### src/hdl/sto_defs.vh
// Purpose : shared constants for the safe torque off gate
// Assumes : 40 MHz system clock
// Notes   : times are kept in ms; the matching cycle counts are given here as fixed literals
`ifndef STO_DEFS_VH
`define STO_DEFS_VH

// ==========================================================
// clock and timing
`define STO_CLK_KHZ          40000
`define STO_RESP_BRAKE_MS    30
`define STO_RESP_NOBRAKE_MS  5
`define STO_DISCREP_MS       10
`define STO_CNT_W            21
// the same limits as cycle counts at 40 MHz, sized to the counter width
`define STO_RESP_BRAKE_CYC   21'h124F80
`define STO_RESP_NOBRAKE_CYC 21'h030D40
`define STO_DISCREP_CYC      21'h061A80

// ==========================================================
// fault sub-codes, shown as the digit after the point
`define STO_FC_EXT_REQ       3'h0
`define STO_FC_INCONSIST     3'h1
`define STO_FC_SUPPLY        3'h2
`define STO_FC_IN_CIRCUIT    3'h3
`define STO_FC_BUFFER        3'h4

// ==========================================================
// reset values
`define STO_PWM_W            6
`define STO_PWM_RESET        6'h00
`define STO_CNT_RESET        21'h000000

`endif

### src/hdl/discrepancy_timer.v
// Purpose : measures how long two synchronised safety inputs disagree
// Assumes : inputs already synchronised to sys_clk
// Notes   : expired stays high while the disagreement lasts past the limit
`timescale 1ns/100ps
`include "sto_defs.vh"

module discrepancy_timer
#(
  parameter [`STO_CNT_W-1:0] LIMIT_CYC = `STO_DISCREP_CYC
)
(
  input  wire sys_clk,
  input  wire rst_n,
  input  wire in_a,
  input  wire in_b,
  output reg  expired
);

  reg [`STO_CNT_W-1:0] count_reg;   // cycles spent in disagreement

  // ==========================================================
  // counter: restarts whenever the inputs agree again
  always @(posedge sys_clk or negedge rst_n)
  begin
    if (!rst_n)
    begin
      count_reg <= `STO_CNT_RESET;
      expired   <= 1'b0;
    end
    else if (in_a == in_b)
    begin
      // agreement, including both low together
      count_reg <= `STO_CNT_RESET;
      expired   <= 1'b0;
    end
    else
    begin
      // saturate so a long single drop never wraps back to zero
      if (count_reg != LIMIT_CYC)
        count_reg <= count_reg + {{(`STO_CNT_W-1){1'b0}}, 1'b1};
      expired <= (count_reg == LIMIT_CYC);
    end
  end

endmodule

### src/hdl/safe_torque_off_gate.v
// Purpose : gates power-stage pwm from two redundant safety inputs
// Assumes : pins and diagnostic flags are asynchronous; pwm_in, init_done,
//           run_cmd and configuration come from sys_clk logic
// Notes   : gating acts within three cycles, far inside either response time
//
// Function
// - pwm passes only while both inputs high
// - brake motor: disable and block within 30 ms
// - no-brake motor: disable within 5 ms
// - late or single drop raises inconsistency code
// - select one, both low: external-request code
// - select zero, both low: indicate only
// - supply over/under voltage: safe-off, supply code
// - input circuit fault: safe-off, its code
// - buffer circuit fault: safe-off, its code
// - buffer held off until initialisation done
// - recover: inputs high, run off, no fault
// - safe-off removes gating only, motor coasts
// - after single drop stay stopped, keep code (cleared here by the normal recovery)
`timescale 1ns/100ps
`include "sto_defs.vh"

module safe_torque_off_gate
#(
  parameter [`STO_CNT_W-1:0] RESP_BRAKE_CYC   = `STO_RESP_BRAKE_CYC,
  parameter [`STO_CNT_W-1:0] RESP_NOBRAKE_CYC = `STO_RESP_NOBRAKE_CYC,
  parameter [`STO_CNT_W-1:0] DISCREP_CYC      = `STO_DISCREP_CYC
)
(
  input  wire                  sys_clk,
  input  wire                  rst_n,
  input  wire                  safe_off_input_a,      // pin, high = run allowed
  input  wire                  safe_off_input_b,      // pin, high = run allowed
  input  wire                  brake_fitted,          // motor has a brake
  input  wire                  both_low_fault_select, // 1: both low is a fault
  input  wire                  supply_fault_in,       // pin, 5 V out of range
  input  wire                  input_circuit_fault_in,// pin, input diagnosis
  input  wire                  buffer_circuit_fault_in,// pin, buffer diagnosis
  input  wire                  buffer_enabled_fb,     // pin, buffer readback
  input  wire                  init_done,             // controller init finished
  input  wire                  run_cmd,               // servo on/run command
  input  wire [`STO_PWM_W-1:0] pwm_in,                // gating from modulator
  output reg  [`STO_PWM_W-1:0] pwm_out,               // gating to power stage
  output reg                   buffer_enable,         // pwm buffer enable
  output reg                   drive_enable,          // drive may make torque
  output reg                   safe_off_active,       // in safe state
  output reg                   safe_off_indicate,     // safe state, no fault
  output reg                   fault_active,          // a fault code is latched
  output reg  [2:0]            fault_code             // latched sub-code
);

  // ==========================================================
  // states
  localparam [2:0] ST_INIT = 3'b001;   // power-on and initialisation
  localparam [2:0] ST_RUN  = 3'b010;   // gating released
  localparam [2:0] ST_SAFE = 3'b100;   // torque off

  reg [2:0]            state_reg;      // current state
  reg [2:0]            state_next;     // next state
  reg [5:0]            sync1_reg;      // first synchroniser stage
  reg [5:0]            sync2_reg;      // second stage, the only one read
  reg [4:0]            flag_reg;       // latched causes, bit n = sub-code n
  reg [4:0]            flag_next;      // next latched causes
  reg [`STO_CNT_W-1:0] dead_reg;       // cycles since an input dropped
  reg                  dead_hit_reg;   // deadline passed with buffer still on
  wire                 in_a;           // synchronised input a
  wire                 in_b;           // synchronised input b
  wire                 both_high;      // run allowed by the inputs
  wire                 both_low;       // full safe-off request
  wire                 discrep_exp;    // disagreement past its limit
  wire                 diag_now;       // a dangerous fault is present now
  wire                 recover_ok;     // conditions to leave safe state
  wire [`STO_CNT_W-1:0] dead_limit;    // deadline picked by motor type

  assign in_a       = sync2_reg[0];
  assign in_b       = sync2_reg[1];
  assign both_high  = in_a & in_b;
  assign both_low   = ~in_a & ~in_b;
  assign dead_limit = brake_fitted ? RESP_BRAKE_CYC : RESP_NOBRAKE_CYC;
  assign diag_now   = sync2_reg[2] | sync2_reg[3] | sync2_reg[4] | dead_hit_reg;
  assign recover_ok = both_high & ~run_cmd & ~diag_now;

  // ==========================================================
  // synchronisers for every pin
  always @(posedge sys_clk or negedge rst_n)
  begin
    if (!rst_n)
    begin
      sync1_reg <= 6'h00;
      sync2_reg <= 6'h00;   // inputs read as low until sampled: safe side
    end
    else
    begin
      // the buffer readback is a pin too, so it is synchronised like the rest
      sync1_reg <= {buffer_enabled_fb, buffer_circuit_fault_in, input_circuit_fault_in,
                    supply_fault_in, safe_off_input_b, safe_off_input_a};
      sync2_reg <= sync1_reg;
    end
  end

  // ==========================================================
  // disagreement timer
  discrepancy_timer #(
    .LIMIT_CYC (DISCREP_CYC)
  ) u_discrep (
    .sys_clk (sys_clk),
    .rst_n   (rst_n),
    .in_a    (in_a),
    .in_b    (in_b),
    .expired (discrep_exp)
  );

  // ==========================================================
  // response deadline: if the buffer readback still shows enabled after
  // the deadline, the buffer path is treated as broken
  always @(posedge sys_clk or negedge rst_n)
  begin
    if (!rst_n)
    begin
      dead_reg     <= `STO_CNT_RESET;
      dead_hit_reg <= 1'b0;
    end
    else if (both_high)
    begin
      dead_reg     <= `STO_CNT_RESET;
      dead_hit_reg <= 1'b0;
    end
    else
    begin
      if (dead_reg != dead_limit)
        dead_reg <= dead_reg + {{(`STO_CNT_W-1){1'b0}}, 1'b1};
      // sticky until the inputs return; the latched code holds longer
      if ((dead_reg == dead_limit) && sync2_reg[5])
        dead_hit_reg <= 1'b1;
    end
  end

  // ==========================================================
  // fault latches: a new cause always wins over the recovery clear
  always @*
  begin
    flag_next = flag_reg;
    if (recover_ok && (state_reg == ST_SAFE))
      flag_next = 5'h00;
    if (both_low && both_low_fault_select)
      flag_next[`STO_FC_EXT_REQ] = 1'b1;
    if (discrep_exp)
      flag_next[`STO_FC_INCONSIST] = 1'b1;
    if (sync2_reg[2])
      flag_next[`STO_FC_SUPPLY] = 1'b1;
    if (sync2_reg[3])
      flag_next[`STO_FC_IN_CIRCUIT] = 1'b1;
    if (sync2_reg[4] || dead_hit_reg)
      flag_next[`STO_FC_BUFFER] = 1'b1;
  end

  // ==========================================================
  // state machine
  always @*
  begin
    state_next = state_reg;
    case (state_reg)
      ST_INIT:
      begin
        // buffer stays off until the controller is up
        if (init_done)
          state_next = ST_SAFE;
      end
      ST_RUN:
      begin
        // any drop or any latched fault ends the run at once
        if (!both_high || (flag_next != 5'h00) || diag_now)
          state_next = ST_SAFE;
      end
      ST_SAFE:
      begin
        // run_cmd must be off first, so a start command cannot restart it
        if (recover_ok && init_done)
          state_next = ST_RUN;
      end
      default:
      begin
        state_next = ST_INIT;
      end
    endcase
  end

  always @(posedge sys_clk or negedge rst_n)
  begin
    if (!rst_n)
    begin
      state_reg <= ST_INIT;
      flag_reg  <= 5'h00;
    end
    else
    begin
      state_reg <= state_next;
      flag_reg  <= flag_next;
    end
  end

  // ==========================================================
  // outputs, all registered; no braking pattern is ever produced,
  // only gating is removed so the motor coasts
  always @(posedge sys_clk or negedge rst_n)
  begin
    if (!rst_n)
    begin
      pwm_out           <= `STO_PWM_RESET;
      buffer_enable     <= 1'b0;
      drive_enable      <= 1'b0;
      safe_off_active   <= 1'b1;
      safe_off_indicate <= 1'b0;
      fault_active      <= 1'b0;
      fault_code        <= `STO_FC_EXT_REQ;
    end
    else
    begin
      // gate on the live inputs too; a drop clears gating on the same edge as the state moves
      if ((state_next == ST_RUN) && both_high)
      begin
        pwm_out       <= pwm_in;
        buffer_enable <= 1'b1;
        drive_enable  <= 1'b1;
      end
      else
      begin
        pwm_out       <= `STO_PWM_RESET;
        buffer_enable <= 1'b0;
        drive_enable  <= 1'b0;
      end
      safe_off_active   <= (state_next != ST_RUN);
      safe_off_indicate <= (state_next == ST_SAFE) && (flag_next == 5'h00);
      fault_active      <= (flag_next != 5'h00);
      // most serious cause shown first
      if (flag_next[`STO_FC_BUFFER])
        fault_code <= `STO_FC_BUFFER;
      else if (flag_next[`STO_FC_IN_CIRCUIT])
        fault_code <= `STO_FC_IN_CIRCUIT;
      else if (flag_next[`STO_FC_SUPPLY])
        fault_code <= `STO_FC_SUPPLY;
      else if (flag_next[`STO_FC_INCONSIST])
        fault_code <= `STO_FC_INCONSIST;
      else
        fault_code <= `STO_FC_EXT_REQ;
    end
  end

endmodule

### config.mk
export PLATFORM = sky130hd
export DESIGN_NAME = safe_torque_off_gate
export DESIGN_NICKNAME = d
export VERILOG_FILES = /design/src/hdl/discrepancy_timer.v /design/src/hdl/safe_torque_off_gate.v
export VERILOG_INCLUDE_DIRS = /design/src /design/src/hdl
export SDC_FILE = /design/constraint.sdc
export NUM_CORES = 1
export LEC_CHECK = 0
export ABC_CLOCK_PERIOD_IN_PS = 2100
export BUFFER_PORTS_ARGS = -buffer_cell sky130_fd_sc_hd__buf_2
export CAP_MARGIN = 20
export CELL_PAD_IN_SITES_DETAIL_PLACEMENT = 1
export CELL_PAD_IN_SITES_GLOBAL_PLACEMENT = 1
export CORE_MARGIN = 8
export CORE_UTILIZATION = 45
export CTS_BUF_LIST = sky130_fd_sc_hd__clkbuf_16
export DETAILED_ROUTE_END_ITERATION = 6
export PLACE_DENSITY = 0.84
export SKIP_LAST_GASP = 1
export SLEW_MARGIN = 10
export SYNTH_ARGS = -nofsm -noshare
export SYNTH_HDL_FRONTEND = slang
export SYNTH_SLANG_ARGS = --single-unit
### constraint.sdc
create_clock -name sys_clk -period 2.1 [get_ports sys_clk]
set_input_delay 0.42 -clock sys_clk [delete_from_list [all_inputs] [get_ports sys_clk]]
set_output_delay 0.42 -clock sys_clk [all_outputs]
set_load 0.03 [all_outputs]
## Word-level counts from Yosys, hierarchy flattened

Cells that the tools add are included.

| word-level totals | value |
|---|---|
| output and inout bits | 14 |
| word-level logic and storage cells | 77 |
| input bits | 18 |
| register bits | 77 |

| operators by class | value |
|---|---|
| add/subtract/negate cells | 2 |
| equality and inequality tests | 11 |
| reduce and logical (&&, ||, !) cells | 15 |
| bitwise gates (word level) | 11 |
| multiplexer cells | 24 |

Operator list:

| cell | number |
|---|---|
| $mux W21 | 5 |
| $add A21 B1 Y21 const B | 2 |
| $eq A21 B19 Y1 const B | 1 |
| $eq A21 B21 Y1 | 1 |
| $ne A21 B19 Y1 const B | 1 |
| $ne A21 B21 Y1 | 1 |
| $mux W3 | 4 |
| $mux W1 | 10 |
| $pmux W3 S3 | 1 |
| $eq A3 B2 Y1 const B | 2 |
| $eq A3 B3 Y1 const B | 2 |
| $logic_and A1 B1 Y1 | 6 |
| $mux W6 | 1 |
| $reduce_bool A2 Y1 | 3 |
| $logic_not A5 Y1 | 1 |
| $mux W5 | 1 |
| $reduce_bool A5 Y1 | 1 |
| $and A1 B1 Y1 | 4 |
| $mux W2 | 2 |
| $not A1 Y1 | 4 |
| $eq A3 B1 Y1 const B | 1 |
| $logic_or A1 B1 Y1 | 3 |
| $ne A3 B2 Y1 const B | 1 |
| $or A1 B1 Y1 | 3 |
| 2 further kinds | 2 |

## Depth between registers and ports, before layout

Gate-level depths: netlist (run 1).

| logic depth | value |
|---|---|
| depth in word-level cells | 16 |
| gate-level depth with buffers | 6 |

## Cells and area by module

Synthesis (run 1) repeated with hierarchy kept, for this count alone.

| second synthesis, totals | value |
|---|---|
| cell total of the unflattened synthesis | 332 |
| area, all modules | 3479.6 um^2 |

By module, submodules not included:

| module | area each (um^2) | sequential area each (um^2) | cells an instance | times used |
|---|---|---|---|---|
| safe_torque_off_gate | 2333.5 | 1353.8 | 215 | 1 |
| discrepancy_timer | 1146.1 | 550.5 | 117 | 1 |

## Least setup slack after synthesis (run 1)

Ideal clock, no wire load.

| timing | value |
|---|---|
| path kind | register -> register |
| from | register u_discrep.count_reg[0] |
| to | register u_discrep.count_reg[20] |
| data arrival time | 1819 ps |
| path slack | 187 ps |
| stages on the path, launching flop included | 7 |
| setup time | 94 ps |
| clock period less this slack | 1913 ps |
| path through | dfrtp_1 -> ha_1 -> nand2_1 -> or3_1 -> buf_2 -> or4_4 -> a221oi_2 |

| on the way | value |
|---|---|
| word-level cells in the longest chain between the ends | 3 |
| elaborated cells on any way between the ends | 5 |
| classes of those cells | add/sub (1); eq/ne (1); mux (2); reduce/logical (1) |

RTL lines:

| element | RTL line | text |
|---|---|---|
| start, declared | discrepancy_timer.v:19 | `` reg [`STO_CNT_W-1:0] count_reg; `` |
| start signal, assigned | discrepancy_timer.v:27 | `` count_reg <= `STO_CNT_RESET; `` |
| start signal, assigned | discrepancy_timer.v:33 | `` count_reg <= `STO_CNT_RESET; `` |
| start signal, assigned | discrepancy_timer.v:40 | `` count_reg <= count_reg + {{(`STO_CNT_W-1){1'b0}}, 1'b1}; `` |
| $add A21 B1 Y21 | discrepancy_timer.v:40 |  |
| $mux W21 | discrepancy_timer.v:39 | `if (count_reg != LIMIT_CYC)` |
| $mux W21 | discrepancy_timer.v:30 | `else if (in_a == in_b)` |

Several ways; a longest one is shown, not always the timed one. The select of a mux whose other input is x is not followed.
A chain may end at the register's enable or synchronous reset.

## Worst setup path in the final report (run 1)

| timing | value |
|---|---|
| from | register dead_reg[2] |
| to | register dead_reg[19] |

| on the way | value |
|---|---|
| word-level cells in the longest chain between the ends | 3 |
| elaborated cells on any way between the ends | 5 |
| classes of those cells | add/sub (1); eq/ne (1); mux (2); reduce/logical (1) |

RTL lines:

| element | RTL line | text |
|---|---|---|
| start, declared | safe_torque_off_gate.v:64 | `` reg [`STO_CNT_W-1:0] dead_reg; `` |
| start signal, assigned | safe_torque_off_gate.v:120 | `` dead_reg <= `STO_CNT_RESET; `` |
| start signal, assigned | safe_torque_off_gate.v:125 | `` dead_reg <= `STO_CNT_RESET; `` |
| start signal, assigned | safe_torque_off_gate.v:131 | `` dead_reg <= dead_reg + {{(`STO_CNT_W-1){1'b0}}, 1'b1}; `` |
| $add A21 B1 Y21 | safe_torque_off_gate.v:131 |  |
| $mux W21 | safe_torque_off_gate.v:130 | `if (dead_reg != dead_limit)` |
| $mux W21 | safe_torque_off_gate.v:123 | `else if (both_high)` |

Several ways; a longest one is shown, not always the timed one. The select of a mux whose other input is x is not followed.

==> metrics.cfg, run 1 <==
[die]
die-area_um2 = 11000
start_util = 0.462
rows = 32
io_pins = 32
dieHeight_um = 105
fp.dieW_um = 105
core_area_um2 = 7690

[flow_run]
cap_viol_max_count = 0

[synthesis]
synthesis.nets = 368
synth_cells = 344
synth_largest_area_cell = dfrtp_1
yosysMostFrequentCell = dfrtp_1
ys_top_cells_by_area = dfrtp_1 (52%), a21oi_1 (3.2%), nor2_1 (3.0%)
ys_top_cells_by_count = dfrtp_1 (74), nor2_1 (28), a21oi_1 (23)
yosysSeqAreaShare = 0.536
syn_avg_cell_area_um2 = 10.3
syn-cell-area_um2 = 3550
synth_edf_count = 0
synth_cell_type_count = 53
async_flop_share = 1.00
ys_warn_count = 0
synth-seq-cells = 76
ys.flop_type = dfrtp_1
yosysTopAreaCellShare = 0.521

[sta]
fin_crit_sh = 0.953
max_slew_margin = 0.583
setup_viol = 0
period_minus_slack_ns = 2.00
drv_slew = 0
worst_pin_slew_ns = 0.617
rsz0062_at_grt = no
fin_worst_skew_ns = 0.0100
tns_ns = 0
hold_viol_final = 0
timing.fmax_mhz = 500

[final_layout]
seqCellArea_um2 = 1900
nNetsFinal = 408
multi_input_area_um2 = 1540
area_delta_synth_final_pct = 17.2
antenna_cells = 0
final_area_um2 = 4160
fin_util = 0.542
fin_cells = 491
fill_cells = 857
drive_above_1_share = 0.180

[placement]
dp.cells = 474
place.gp.congestion = 0.851
placed_area_um2 = 3860
portBuffers = 31
post-dp-hpwl_mm = 5.98

[worst_hold_path]
min_from = safe_off_input_b
holdPathStages = 1
hp-class = input pin to flop

[drt]
dr.pass1.iters = 4
wl_mm = 8.63
vias = 2802
drcViolationCount = 0
drt_iter0_markers = 87
ant_nets = 0
via_per_inst = 5.71
wl_per_cell_um = 17.6

[pwr]
ir_worst_vdd_mv = 0.427
powerDensity_nw_per_um2 = 824
leakagePower_nw = 1.79

[global_routing]
grt.total_usage = 0.162
gr-total-overflow = 0
grt_pass1_wl_mm = 14.6
grt_max_degree = 59
grt_pass1_vias = 2936
antenna_found_initial = 0

[cts]
cts_tree = done
cts-buffers-inserted = 9
root_buffer = clkbuf_16
insertion_delay_ns = 0.34
clockBufferDepth = 2
cts_sinks = 76
path_clk_slew_ns = 0.07
h-tree-depth = 3

[status]
status = complete, no violations

[worst_setup_path]
cp_data_arrival_time_ns = 2.25
end_kind = flop
reg2reg_from = dead_reg[2]
required_ns = 2.35
cp_max_fo = 7
cp-start-kind = flop
reg2reg_depth = 4
path_class = flop to flop
crit_start = dead_reg[2]

## layer usage
layer	wire length (um)	track usage	share of wire
met5	0	0	0
met4	170	0.0642	0.020
met3	330	0.0381	0.038
met2	4390	0.269	0.51
met1	3730	0.198	0.43
## critical path: stages, from the launching register on
cell and delay (ns):
dfrtp_1 0.47, nand4_1 0.22, or4_1 0.65, or3_1 0.38, a21oi_1 0.19
## where the power goes
group	total [mW]	switching [mW]	internal (mW)
combinational	0.319	0.185	0.134
clock	1.47	0.654	0.814
sequential	1.64	0.0967	1.55
## cell usage in the layout (no fill, tap or decap), types with 2 or more instances in the layout
master / count
dfrtp_1: 74
buf_2: 30
nor2_1: 28
a21oi_1: 23
inv_1: 20
nand2_1: 17
nand3_1: 14
nand4_1: 14
or3_1: 14
xnor2_1: 11
o21ai_0: 10
nor4_1: 9
clkbuf_16: 9
nor3_1: 8
o21ai_1: 8
xor2_1: 8
buf_4: 8
or4_1: 6
a21boi_0: 6
ha_1: 5
and3_1: 4
and4_1: 4
nor4b_1: 4
o31ai_1: 4
inv_6: 4
nand2b_1: 3
and2_1: 3
nor2b_1: 2
a21o_1: 2
a31oi_1: 2
mux2_2: 2
mux2i_1: 2
clkinvlp_4: 2
dfstp_2: 2
## per-stage QoR
stage                     setup WS [ns]  power, mW  hold WS (ns)
final                            0.0996       3.43         0.184
after global routing             0.0323       3.56         0.178
after CTS                        0.0751       3.45         0.177
after detailed placement         0.0962       1.98         0.325
after global placement            0.208       1.95         0.324
after floorplan                   0.187       1.83         0.124
## logic make-up (layout without fill, tap and decap cells)
kind of cell | after synthesis | count (layout) | share of synthesized area
compound gates | 66 | 66 | 0.117
xor+xnor | 19 | 19 | 0.0468
fa+ha+maj | 6 | 6 | 0.0211
buf+inv | 31 | 76 | 0.0359
flops | 76 | 76 | 0.536
mux | 5 | 5 | 0.0151
simple gates | 141 | 141 | 0.229
## path summary, 6_finish.rpt
check / to / slack, ns
hold reg to reg: sync2_reg[0] / 0.35
min in group asynchronous: dead_reg[6] / 0.50
setup / recovery: dead_reg[19] / 0.1
hold / removal: sync1_reg[1] / 0.18
setup reg to reg: dead_reg[19] / 0.1
max in group asynchronous: state_reg[0] / 0.97
## layout make-up
class | instances | area share
flip-flops and latches | 76 | 0.457
multi-input cells | 237 | 0.369
repair buffers | 40 | 0.0577
clock buffers | 9 | 0.0541
well taps | 102 | 0.0306
inverters | 20 | 0.0180
clock inverters | 7 | 0.0132
## timing repair
action	4_1_cts	5_1_grt
hold buffers	1	0
endpoints found under the hold margin	18	0
resized for setup	0	4
setup buffers	0	0
setup endpoints to repair	0	5
Note: power is estimated with default switching activity, not from simulation.
==> inputs of run 2 (changes only) <==
--- a/config.mk
+++ b/config.mk
@@ -7,7 +7,6 @@
 export NUM_CORES = 1
 export LEC_CHECK = 0
 export ABC_CLOCK_PERIOD_IN_PS = 2100
-export BUFFER_PORTS_ARGS = -buffer_cell sky130_fd_sc_hd__buf_2
 export CAP_MARGIN = 20
 export CELL_PAD_IN_SITES_DETAIL_PLACEMENT = 1
 export CELL_PAD_IN_SITES_GLOBAL_PLACEMENT = 1
@@ -15,7 +14,8 @@
 export CORE_UTILIZATION = 45
 export CTS_BUF_LIST = sky130_fd_sc_hd__clkbuf_16
 export DETAILED_ROUTE_END_ITERATION = 6
-export PLACE_DENSITY = 0.84
+export DONT_BUFFER_PORTS = 1
+export PLACE_DENSITY = 0.79
 export SKIP_LAST_GASP = 1
 export SLEW_MARGIN = 10
 export SYNTH_ARGS = -nofsm -noshare
==> run 2 against run 1 <==
  * The run now ends with hold timing left
  * Hold slack got worse by 0.41 ns
  * Setup slack got worse by 0.0046 ns
  * Global-route usage rose by 0.76 points
  * Total power rose by 1.7%
  * Flip-flop and latch count did not move
==> metrics.cfg, run 2 (same netlist as run 1, synthesis figures left out) <==
[drt]
drcViolationCount = 0
vias = 2709
wl_per_cell_um = 19.2
drt_iter0_markers = 83
dr.pass1.iters = 4
via_per_inst = 5.84
ant_nets = 0
wl_mm = 8.90

[pwr]
powerDensity_nw_per_um2 = 865
power_frac_comb = 0.086
switching_share = 0.254
pwr-share-seq = 0.468
clkPwrFrac = 0.446
finalPower_mw = 3.49
internal_power_mw = 2.60
leakagePower_nw = 1.67
ir_worst_vdd_mv = 0.399
switchingPower_uw = 888

[worst_setup_path]
cp_num_buf_inv = 1
cp_max_fo = 6
cpLargestDelayFamily = simple AND/OR/NAND/NOR gates
cpMaxStageDelayCell = dfrtp_1
path_cells = inv_1 > ha_1 > nor4bb_2 > nand3_1 > o311ai_1 > a21oi_1
end_kind = flop
required_ns = 2.30
critPathMaxStageDelay_ns = 0.43
cp-start-kind = flop
path_class = flop to flop
cp_data_arrival_time_ns = 2.21

[die]
start_util = 0.462
dieHeight_um = 105
io_pins = 32
fp.dieW_um = 105
rows = 32
die-area_um2 = 11000
core_area_um2 = 7690

[sta]
fin_worst_skew_ns = 0.00785
setup_viol = 0
fin_crit_sh = 0.955
max_slew_margin = 0.520
hold_viol_final = 76
period_minus_slack_ns = 2.01
worst_pin_slew_ns = 0.710
timing.fmax_mhz = 499
hold_slack_ns = -0.222
drv_slew = 0

[placement]
post-dp-hpwl_mm = 6.04
portBuffers = 0
place.gp.congestion = 0.820

[worst_hold_path]
hp-class = input pin to asynchronous set/reset pin

[cts]
cts-buffers-inserted = 9
clockBufferDepth = 2
h-tree-depth = 3
cts_tree = done
root_buffer = clkbuf_16
postCtsSetupBuffers = 0
path_clk_slew_ns = 0.06
insertion_delay_ns = 0.34
cts_sinks = 76

[global_routing]
gr-total-overflow = 0
antenna_found_initial = 0
grt_max_degree = 77
grt_pass1_wl_mm = 15.1
grt.total_usage = 0.169
grt_pass1_vias = 2939

[final_layout]
area_delta_synth_final_pct = 13.6
layout_commonest_cell = dfrtp_1
mostFrequentLayoutCells = dfrtp_1 (74), nor2_1 (28), a21oi_1 (23)
nNetsFinal = 381
fin_util = 0.525
antenna_cells = 0
drive_above_1_share = 0.113

[status]
status = finished, violations left
violations = hold timing

[flow_run]
cap_viol_max_count = 0

-- run 2: stage by stage --
stage               instance area (um2)  setup TNS [ns]  worst slack [ns]  std cells
global route                       4040         -0.0579           -0.0327        464
detailed placement                 3730               0             0.123        448
finish                             4040               0            0.0949        464
global placement                   3730               0             0.205        448
CTS                                4030               0            0.0867        464
floorplan                          3550               0             0.187        344
-- run 2: path summary, 6_finish.rpt --
check                                   startpoint           end  slack [ns]  cells past startpoint
max in group asynchronous                    rst_n  state_reg[0]        2.09                      0
min in group sys_clk       buffer_circuit_fault_in  sync1_reg[4]        0.11                      0
max reg2reg                            dead_reg[0]   dead_reg[2]        0.09                      6
min                                          rst_n   dead_reg[4]       -0.22                      0
max                                    dead_reg[0]   dead_reg[2]        0.09                      6
min reg2reg                           sync1_reg[5]  sync2_reg[5]        0.35                      0
-- run 2: final cells by class --
| type | instances | area, um2 |
|---|---|---|
| Tap cell | 102 | 128 |
| Fill cell | 842 | 3650 |
| Timing Repair Buffer | 13 | 97.6 |
| Clock inverter | 7 | 75.1 |
| Sequential cell | 76 | 1900 |
| Multi-Input combinational cell | 237 | 1530 |
| Clock buffer | 9 | 225 |
| Inverter | 20 | 75.1 |
-- run 2: timing repair --
action                                  in CTS  in global routing
endpoints found under the setup margin       0                  4
gates resized for setup                      0                  2
hold endpoints to repair                    76                 76
-- run 2: power by group through the flow --
stage	sequential (mW)	combinational, mW	clock, mW
6_report	1.63	0.301	1.56
5_1_grt	1.65	0.342	1.65
4_1_cts	1.63	0.291	1.58
3_5_place_dp	1.66	0.281	0
3_3_place_gp	1.65	0.267	0
2_1_floorplan	1.64	0.193	0
-- run 2: metal layers --
layer	vias to the layer above	routed length (um)	track usage
li1	1274	-	-
met1	1363	3900	0.214
met2	54	4500	0.275
met3	18	315	0.0338
met4	0	187	0.0754
met5	-	0	0
-- run 2: worst register-to-register path: stages (launching register included) --
cell and delay [ns]:
dfrtp_1 0.43, inv_1 0.11, ha_1 0.16, nor4bb_2 0.40, nand3_1 0.25, o311ai_1 0.39
a21oi_1 0.15
